## config.mk

```make
export PLATFORM = sky130hd
export DESIGN_NAME = atf_task_file
export DESIGN_NICKNAME = d
export VERILOG_FILES = /design/src/rtl/atf_pkg.sv /design/src/rtl/atf_task_file.sv
export SDC_FILE = /design/constraint.sdc
export NUM_CORES = 1
export LEC_CHECK = 0
export BUFFER_PORTS_ARGS = -buffer_cell sky130_fd_sc_hd__buf_2
export CAP_MARGIN = 25
export CORE_ASPECT_RATIO = 0.8
export CORE_MARGIN = 5
export CORE_UTILIZATION = 40
export DETAILED_ROUTE_END_ITERATION = 8
export PLACE_DENSITY = 0.66
export SLEW_MARGIN = 15
export SYNTH_ARGS = -nofsm -noshare
export SYNTH_HDL_FRONTEND = slang
export SYNTH_SLANG_ARGS = --single-unit
```

## constraint.sdc

```tcl
create_clock -name clk -period 3.4 [get_ports clk]
set_input_delay 0.51 -clock clk [delete_from_list [all_inputs] [get_ports clk]]
set_output_delay 0.51 -clock clk [all_outputs]
set_load 0.01 [all_outputs]
```

## src/rtl/atf_pkg.sv

```systemverilog
// Purpose: shared constants for the task file register block
// Assumes: 100 MHz clk, host pins asynchronous to clk
// Notes:   offsets are the three low host address bits
package atf_pkg;

   localparam int unsigned ATF_AW = 3;
   localparam int unsigned ATF_DW = 16;
   localparam int unsigned ATF_RW = 8;

   // register offsets
   localparam logic [ATF_AW-1:0] ATF_OFF_DATA   = 3'h0;
   localparam logic [ATF_AW-1:0] ATF_OFF_FAULT  = 3'h1;
   localparam logic [ATF_AW-1:0] ATF_OFF_PRECMP = 3'h1;
   localparam logic [ATF_AW-1:0] ATF_OFF_SCOUNT = 3'h2;
   localparam logic [ATF_AW-1:0] ATF_OFF_SINDEX = 3'h3;
   localparam logic [ATF_AW-1:0] ATF_OFF_TRK_LO = 3'h4;
   localparam logic [ATF_AW-1:0] ATF_OFF_TRK_HI = 3'h5;
   localparam logic [ATF_AW-1:0] ATF_OFF_DRVHD  = 3'h6;
   localparam logic [ATF_AW-1:0] ATF_OFF_COND   = 3'h7;
   localparam logic [ATF_AW-1:0] ATF_OFF_OPCODE = 3'h7;

   // reset values
   localparam logic [ATF_RW-1:0] ATF_RST_BYTE = 8'h00;
   localparam logic [ATF_DW-1:0] ATF_RST_WORD = 16'h0000;

   // operation code upper nibble
   localparam logic [3:0] ATF_NIB_RESTORE = 4'h1;
   localparam logic [3:0] ATF_NIB_SEEK    = 4'h7;
   localparam logic [3:0] ATF_NIB_READ    = 4'h2;
   localparam logic [3:0] ATF_NIB_WRITE   = 4'h3;
   localparam logic [3:0] ATF_NIB_FORMAT  = 4'h5;
   localparam logic [3:0] ATF_NIB_VERIFY  = 4'h4;
   localparam logic [3:0] ATF_NIB_DIAGSET = 4'h9;

   // operation code bit positions
   localparam int unsigned ATF_BIT_SELPAR = 0;
   localparam int unsigned ATF_BIT_RETRY  = 0;
   localparam int unsigned ATF_BIT_LONG   = 1;
   localparam int unsigned ATF_BIT_DMA    = 3;
   localparam int unsigned ATF_RATE_MSB   = 3;
   localparam int unsigned ATF_NIB_MSB    = 7;
   localparam int unsigned ATF_NIB_LSB    = 4;

   // decoded operation, one-hot
   typedef enum logic [8:0] {
      ATF_OP_NONE    = 9'h001,
      ATF_OP_RESTORE = 9'h002,
      ATF_OP_SEEK    = 9'h004,
      ATF_OP_READ    = 9'h008,
      ATF_OP_WRITE   = 9'h010,
      ATF_OP_FORMAT  = 9'h020,
      ATF_OP_VERIFY  = 9'h040,
      ATF_OP_DIAG    = 9'h080,
      ATF_OP_SETPAR  = 9'h100
   } atf_op_e;

endpackage

```

## src/rtl/atf_task_file.sv

```systemverilog
// Purpose: drive-side task file registers facing the host
// Assumes: host holds address and write data stable around its strobes
// Notes:   strobes and select pass a three-stage filter before use
`timescale 1ns/1ps

// Contract
// [RULE1] registers answer host reads and writes only while task file select is low
// [RULE2] data port is sixteen bits wide, every other register eight bits
// [RULE3] register layout follows the standard disk task file offsets and meanings
// [RULE4] restore and seek take the low four command bits as step rate
// [RULE5] read, write, format, verify command bit three requests sixteen-bit dma
// [RULE6] read or write sector bit one appends error-correction bytes after data
// [RULE7] read, write or verify bit zero inhibits automatic retries
// [RULE8] command upper nibble selects operation; bit zero splits diagnose from set parameters
module atf_task_file (
   input  wire logic                         clk,
   input  wire logic                         srst,
   // host pins
   input  wire logic                         task_file_select_n,
   input  wire logic                         host_rd_n,
   input  wire logic                         host_wr_n,
   input  wire logic [atf_pkg::ATF_AW-1:0]   host_addr,
   input  wire logic [atf_pkg::ATF_DW-1:0]   host_data_i,
   output logic      [atf_pkg::ATF_DW-1:0]   host_data_o,
   output logic                              host_data_oe,
   // drive side: condition inputs
   input  wire logic                         busy,
   input  wire logic                         ready,
   input  wire logic                         write_fault_flag,
   input  wire logic                         seek_done_flag,
   input  wire logic                         data_request,
   input  wire logic                         corrected_data_flag,
   input  wire logic                         index_pulse,
   input  wire logic                         error_summary,
   // drive side: fault inputs
   input  wire logic                         bad_block_flag,
   input  wire logic                         crc_error_flag,
   input  wire logic                         header_not_found_flag,
   input  wire logic                         command_aborted_flag,
   input  wire logic                         track_zero_missing_flag,
   input  wire logic                         address_mark_missing_flag,
   // drive side: sector data
   input  wire logic [atf_pkg::ATF_DW-1:0]   sector_rd_word,
   output logic                              sector_rd_take,
   output logic      [atf_pkg::ATF_DW-1:0]   sector_wr_word,
   output logic                              sector_wr_put,
   // drive side: register contents
   output logic      [atf_pkg::ATF_RW-1:0]   precomp_cyl,
   output logic      [atf_pkg::ATF_RW-1:0]   sector_count,
   output logic      [atf_pkg::ATF_RW-1:0]   sector_index,
   output logic      [atf_pkg::ATF_RW-1:0]   track_low,
   output logic      [atf_pkg::ATF_RW-1:0]   track_high,
   output logic      [atf_pkg::ATF_RW-1:0]   drive_head,
   // drive side: decoded command
   output logic                              cmd_start,
   output atf_pkg::atf_op_e                  cmd_op,
   output logic      [3:0]                   step_rate,
   output logic                              use_dma,
   output logic                              long_xfer,
   output logic                              retry_inhibit
);
   import atf_pkg::*;

   ////////////////////////////////////////////////////////////////////////////
   // pin filters: three stages, a change counts when stages two and three agree

   localparam int unsigned NPIN = 3;
   logic [NPIN-1:0] pin_raw;
   logic [NPIN-1:0] pin_s1_r;
   logic [NPIN-1:0] pin_s2_r;
   logic [NPIN-1:0] pin_s3_r;
   logic [NPIN-1:0] pin_f_r;

   assign pin_raw = {task_file_select_n, host_rd_n, host_wr_n};

   genvar gi;
   generate
      for (gi = 0; gi < NPIN; gi++) begin : g_pin
         always_ff @(posedge clk) begin
            if (srst) begin
               pin_s1_r[gi] <= 1'b1;
               pin_s2_r[gi] <= 1'b1;
               pin_s3_r[gi] <= 1'b1;
               pin_f_r[gi]  <= 1'b1;
            end else begin
               pin_s1_r[gi] <= pin_raw[gi];
               pin_s2_r[gi] <= pin_s1_r[gi];
               pin_s3_r[gi] <= pin_s2_r[gi];
               if (pin_s2_r[gi] == pin_s3_r[gi]) begin
                  pin_f_r[gi] <= pin_s3_r[gi];
               end
            end
         end
      end
   endgenerate

   wire sel_n_f = pin_f_r[2];
   wire rd_n_f  = pin_f_r[1];
   wire wr_n_f  = pin_f_r[0];

   // filtered strobe levels one cycle back, for edge detection
   logic rd_n_d_r;
   logic wr_n_d_r;

   // address and data have settled long before a strobe passes the filter,
   // so a single capture stage suffices here
   logic [ATF_AW-1:0] addr_r;
   logic [ATF_DW-1:0] wdata_r;

   always_ff @(posedge clk) begin
      if (srst) begin
         rd_n_d_r <= 1'b1;
         wr_n_d_r <= 1'b1;
         addr_r   <= '0;
         wdata_r  <= ATF_RST_WORD;
      end else begin
         rd_n_d_r <= rd_n_f;
         wr_n_d_r <= wr_n_f;
         addr_r   <= host_addr;
         wdata_r  <= host_data_i;
      end
   end

   ////////////////////////////////////////////////////////////////////////////
   // access decode

   wire selected  = ~sel_n_f;                             // RULE1
   wire rd_active = selected & ~rd_n_f;                   // RULE1
   wire rd_start  = rd_active & rd_n_d_r;
   wire wr_start  = selected & ~wr_n_f & wr_n_d_r;        // RULE1

   wire wr_data   = wr_start & (addr_r == ATF_OFF_DATA);  // RULE3
   wire wr_precmp = wr_start & (addr_r == ATF_OFF_PRECMP);
   wire wr_scount = wr_start & (addr_r == ATF_OFF_SCOUNT);
   wire wr_sindex = wr_start & (addr_r == ATF_OFF_SINDEX);
   wire wr_trk_lo = wr_start & (addr_r == ATF_OFF_TRK_LO);
   wire wr_trk_hi = wr_start & (addr_r == ATF_OFF_TRK_HI);
   wire wr_drvhd  = wr_start & (addr_r == ATF_OFF_DRVHD);
   wire wr_opcode = wr_start & (addr_r == ATF_OFF_OPCODE);
   wire rd_data   = rd_start & (addr_r == ATF_OFF_DATA);

   wire [ATF_RW-1:0] wbyte = wdata_r[ATF_RW-1:0];        // RULE2

   ////////////////////////////////////////////////////////////////////////////
   // read path

   wire [ATF_RW-1:0] fault_byte = {bad_block_flag, crc_error_flag, 1'b0, header_not_found_flag,
                                   1'b0, command_aborted_flag, track_zero_missing_flag,
                                   address_mark_missing_flag};                     // RULE3
   wire [ATF_RW-1:0] cond_byte  = {busy, ready, write_fault_flag, seek_done_flag,
                                   data_request, corrected_data_flag, index_pulse,
                                   error_summary};                                 // RULE3

   logic [ATF_RW-1:0] rd_byte;
   always_comb begin
      case (addr_r)
         ATF_OFF_FAULT:  rd_byte = fault_byte;
         ATF_OFF_SCOUNT: rd_byte = sector_count;
         ATF_OFF_SINDEX: rd_byte = sector_index;
         ATF_OFF_TRK_LO: rd_byte = track_low;
         ATF_OFF_TRK_HI: rd_byte = track_high;
         ATF_OFF_DRVHD:  rd_byte = drive_head;
         ATF_OFF_COND:   rd_byte = cond_byte;
         default:        rd_byte = ATF_RST_BYTE;
      endcase
   end

   // byte registers read with the upper lane at zero
   wire [ATF_DW-1:0] rd_word = (addr_r == ATF_OFF_DATA) ? sector_rd_word
                                                        : {ATF_RST_BYTE, rd_byte};  // RULE2

   always_ff @(posedge clk) begin
      if (srst) begin
         host_data_o    <= ATF_RST_WORD;
         host_data_oe   <= 1'b0;
         sector_rd_take <= 1'b0;
      end else begin
         host_data_o    <= rd_word;
         host_data_oe   <= rd_active;                     // RULE1
         sector_rd_take <= rd_data;
      end
   end

   ////////////////////////////////////////////////////////////////////////////
   // writable registers

   always_ff @(posedge clk) begin
      if (srst) begin
         precomp_cyl    <= ATF_RST_BYTE;
         sector_count   <= ATF_RST_BYTE;
         sector_index   <= ATF_RST_BYTE;
         track_low      <= ATF_RST_BYTE;
         track_high     <= ATF_RST_BYTE;
         drive_head     <= ATF_RST_BYTE;
         sector_wr_word <= ATF_RST_WORD;
         sector_wr_put  <= 1'b0;
      end else begin
         if (wr_precmp) precomp_cyl  <= wbyte;
         if (wr_scount) sector_count <= wbyte;
         if (wr_sindex) sector_index <= wbyte;
         if (wr_trk_lo) track_low    <= wbyte;
         if (wr_trk_hi) track_high   <= wbyte;
         if (wr_drvhd)  drive_head   <= wbyte;
         if (wr_data) begin
            sector_wr_word <= wdata_r;                    // RULE2
         end
         sector_wr_put <= wr_data;
      end
   end

   ////////////////////////////////////////////////////////////////////////////
   // operation code decode

   wire [3:0] nib = wbyte[ATF_NIB_MSB:ATF_NIB_LSB];

   atf_op_e op_dec;
   always_comb begin
      case (nib)                                          // RULE8
         ATF_NIB_RESTORE: op_dec = ATF_OP_RESTORE;
         ATF_NIB_SEEK:    op_dec = ATF_OP_SEEK;
         ATF_NIB_READ:    op_dec = ATF_OP_READ;
         ATF_NIB_WRITE:   op_dec = ATF_OP_WRITE;
         ATF_NIB_FORMAT:  op_dec = ATF_OP_FORMAT;
         ATF_NIB_VERIFY:  op_dec = ATF_OP_VERIFY;
         ATF_NIB_DIAGSET: op_dec = wbyte[ATF_BIT_SELPAR] ? ATF_OP_SETPAR : ATF_OP_DIAG;
         default:         op_dec = ATF_OP_NONE;
      endcase
   end

   wire is_step  = (op_dec == ATF_OP_RESTORE) | (op_dec == ATF_OP_SEEK);
   wire is_rw    = (op_dec == ATF_OP_READ) | (op_dec == ATF_OP_WRITE);
   wire is_xfer  = is_rw | (op_dec == ATF_OP_FORMAT) | (op_dec == ATF_OP_VERIFY);
   wire is_retry = is_rw | (op_dec == ATF_OP_VERIFY);

   wire [3:0] rate_nxt  = is_step ? wbyte[ATF_RATE_MSB:0] : 4'h0;       // RULE4
   wire       dma_nxt   = is_xfer & wbyte[ATF_BIT_DMA];                 // RULE5
   wire       long_nxt  = is_rw & wbyte[ATF_BIT_LONG];                  // RULE6
   wire       retry_nxt = is_retry & wbyte[ATF_BIT_RETRY];              // RULE7

   // qualifiers stay until the next command write so the drive sees them
   // for the whole operation
   always_ff @(posedge clk) begin
      if (srst) begin
         cmd_start     <= 1'b0;
         cmd_op        <= ATF_OP_NONE;
         step_rate     <= 4'h0;
         use_dma       <= 1'b0;
         long_xfer     <= 1'b0;
         retry_inhibit <= 1'b0;
      end else begin
         cmd_start <= wr_opcode;
         if (wr_opcode) begin
            cmd_op        <= op_dec;                      // RULE8
            step_rate     <= rate_nxt;                    // RULE4
            use_dma       <= dma_nxt;                     // RULE5
            long_xfer     <= long_nxt;                    // RULE6
            retry_inhibit <= retry_nxt;                   // RULE7
         end
      end
   end

endmodule

```

==> out/qor.yml <==
run_status:
  outcome: "complete, no violations"
global_route:
  antenna_found_initial: 1
  gr-usage-all-layers_pct: 20.6
  overflow: 0
  grt_pass1_wl_mm: 25.9
  grt_pass1_vias: 4682
  grt_start_max_net_pins: 72
run:
  cap_violations: 0
synth:
  netlist_area_um2: 5320
  ys_warn_count: 0
  synth_most_common_cell: "dfxtp_1"
  synthTopCellsByArea: "dfxtp_1, a21oi_1, nand3_1, o21ai_0, o21ai_1"
  ys_types: 52
  synth_cells: 595
  yosysTopAreaCell: "dfxtp_1"
  synth_ff_type: "dfxtp_1"
  seq_area_frac_synth_pct: 50.0
  syn-num-nets: 649
  ys_ff_latch: 133
  synth_edf_count: 0
  synthArstFlopShare_pct: 0
  syn-mean-instance-area_um2: 8.95
  netlist.area_leader.share_pct: 50.0
  synthTopCellsByCount: "dfxtp_1, a21oi_1, nand3_1"
sta:
  fmax_mhz: 470
  slew_headroom_pct: 43.4
  clock_skew_ns: 0.00635
  rsz0062_at_grt: "no"
  fin_setup_tns_ns: 0
  setup_violations: 0
  fin_crit_ns: 2.13
  finalCritPeriodShare_pct: 62.5
  tightest_slew_ns: 0.849
  slew_violations: 0
  hold_violations: 0
  setup_slack_ns: 1.27
worst_setup_path:
  r2r-start: "addr_r[1]"
  critPathLaunchType: "flip-flop"
  worstPathMaxFanout: 23
  startpoint: "addr_r[1]"
  crit_type: "reg2reg"
  cp-end-kind: "flip-flop"
  cp.required_ns: 3.73
  worstRegToRegCells: 3
  cp.arrival_ns: 2.46
placed_design:
  gp_congestion: 0.882
  placed_area_um2: 6040
  preCtsSetupSlack_ns: 1.35
  port-buffer-count: 153
  hpwlAfterDp_mm: 11.1
min_path:
  hp-start: "host_wr_n"
  min_path_cells: 2
  hp-class: "in2reg"
clock_network:
  cts-root-buf: "clkbuf_16"
  postCtsSetupRepairBufs: 0
  path_clk_slew_ns: 0.06
  cts_resized: 0
  clockBufferDepth: 2
  cts_hold_buf: 0
  insertion_delay_ns: 0.41
  cts_buffers: 17
  htree_levels: 4
  cts.sinks: 133
  cts_tree: "built"
final_layout:
  final_area_um2: 6700
  syn_to_final_growth_pct: 25.8
  final_nets: 763
  n_antenna_cell: 0
  drive_gt1_share_pct: 29.2
routing:
  wl_met3_mm: 1.67
  routed_via_density: 5.56
  wl_met1_mm: 7.51
  drc: 0
  via_count: 4984
  wl_per_cell_um: 18.6
  route.met2.wl_mm: 7.21
  drt_wl_total_mm: 16.7
  first_pass_iters: 5
  ant_nets: 0
  routed.top_layer: "met5"
  drtIter0Drc: 446
die:
  floorplan.initialDensity_pct: 41.1
  rows: 37
  die_w_um: 139
  ios: 154
  core_um2: 13000
  dieArea_um2: 15700
  dieHeight_um: 113
power:
  leakagePower_nw: 2.73
  p_per_area_nw_per_um2: 571
  power_w: 0.00382
  ir_drop_mv: 0.349
[worst paths after layout]
kind	end	slack, ns
setup / recovery	retry_inhibit	1.27
hold / removal	pin_s1_r[0]	0.28
setup reg to reg	retry_inhibit	1.27
hold reg to reg	pin_s2_r[0]	0.41
[per-layer routing]
metal / track usage (%) / up-vias
met3: 6.29 / 18
met5: 0 / -
met2: 30.0 / 269
met1: 29.4 / 2336
li1: - / 2359
met4: 6.00 / 2
[placed cells by master (no fill, tap or decap), drive strengths merged, types with 5 or more instances in the layout]
master,instances
a21oi,82
and2,14
buf,159
bufinv,5
clkbuf,18
clkinv,6
dfxtp,133
inv,11
mux2i,10
nand2b,7
nand3,66
nand4,11
nor2,14
nor2b,27
o21ai,86
or2,12
[stage by stage]
stage,hold WS (ns),utilization [%],instances
floorplan,0.389,-,595
global placement,0.397,46.6,864
detailed placement,0.398,46.6,864
CTS,0.268,51.6,896
global route,0.267,51.7,897
finish,0.278,51.7,897
[kinds of logic (layout without fill, tap and decap cells)]
group,count (synthesis),in the layout,synth area share (%)
xor+xnor,1,1,0.165
flops,133,133,50.0
simple gates,176,176,19.8
buf+inv,72,199,6.60
compound gates,202,202,21.3
mux,11,11,2.09
[sequential cells by signal, indices dropped and copies added (netlist names), 3 cells and up]
register        count
host_data_o        16
sector_wr_word     16
wdata_r            16
cmd_op              9
drive_head          8
precomp_cyl         8
sector_count        8
sector_index        8
track_high          8
track_low           8
step_rate           4
addr_r              3
pin_s1_r            3
pin_s2_r            3
pin_s3_r            3
[cell type report]
type | count | area, um2
Tap cell | 175 | 219
Clock buffer | 18 | 429
Sequential cell | 133 | 2660
Timing Repair Buffer | 159 | 813
Multi-Input combinational cell | 390 | 2320
Fill cell | 1241 | 6260
Inverter | 8 | 30.0
Clock inverter | 14 | 225
[critical path, cell delays in order (launching register included)]
cell and delay (ns):
dfxtp_1 0.84, and2_1 0.79, o2111ai_1 0.22, a21oi_1 0.20
[power by group]
part | internal (W) | leakage [nW] | switching, W
clock network | 0.00131 | 0.319 | 0.000702
logic | 0.0000731 | 1.33 | 0.000110
registers | 0.00159 | 1.08 | 0.0000400
(Power assumes the default switching activity.)
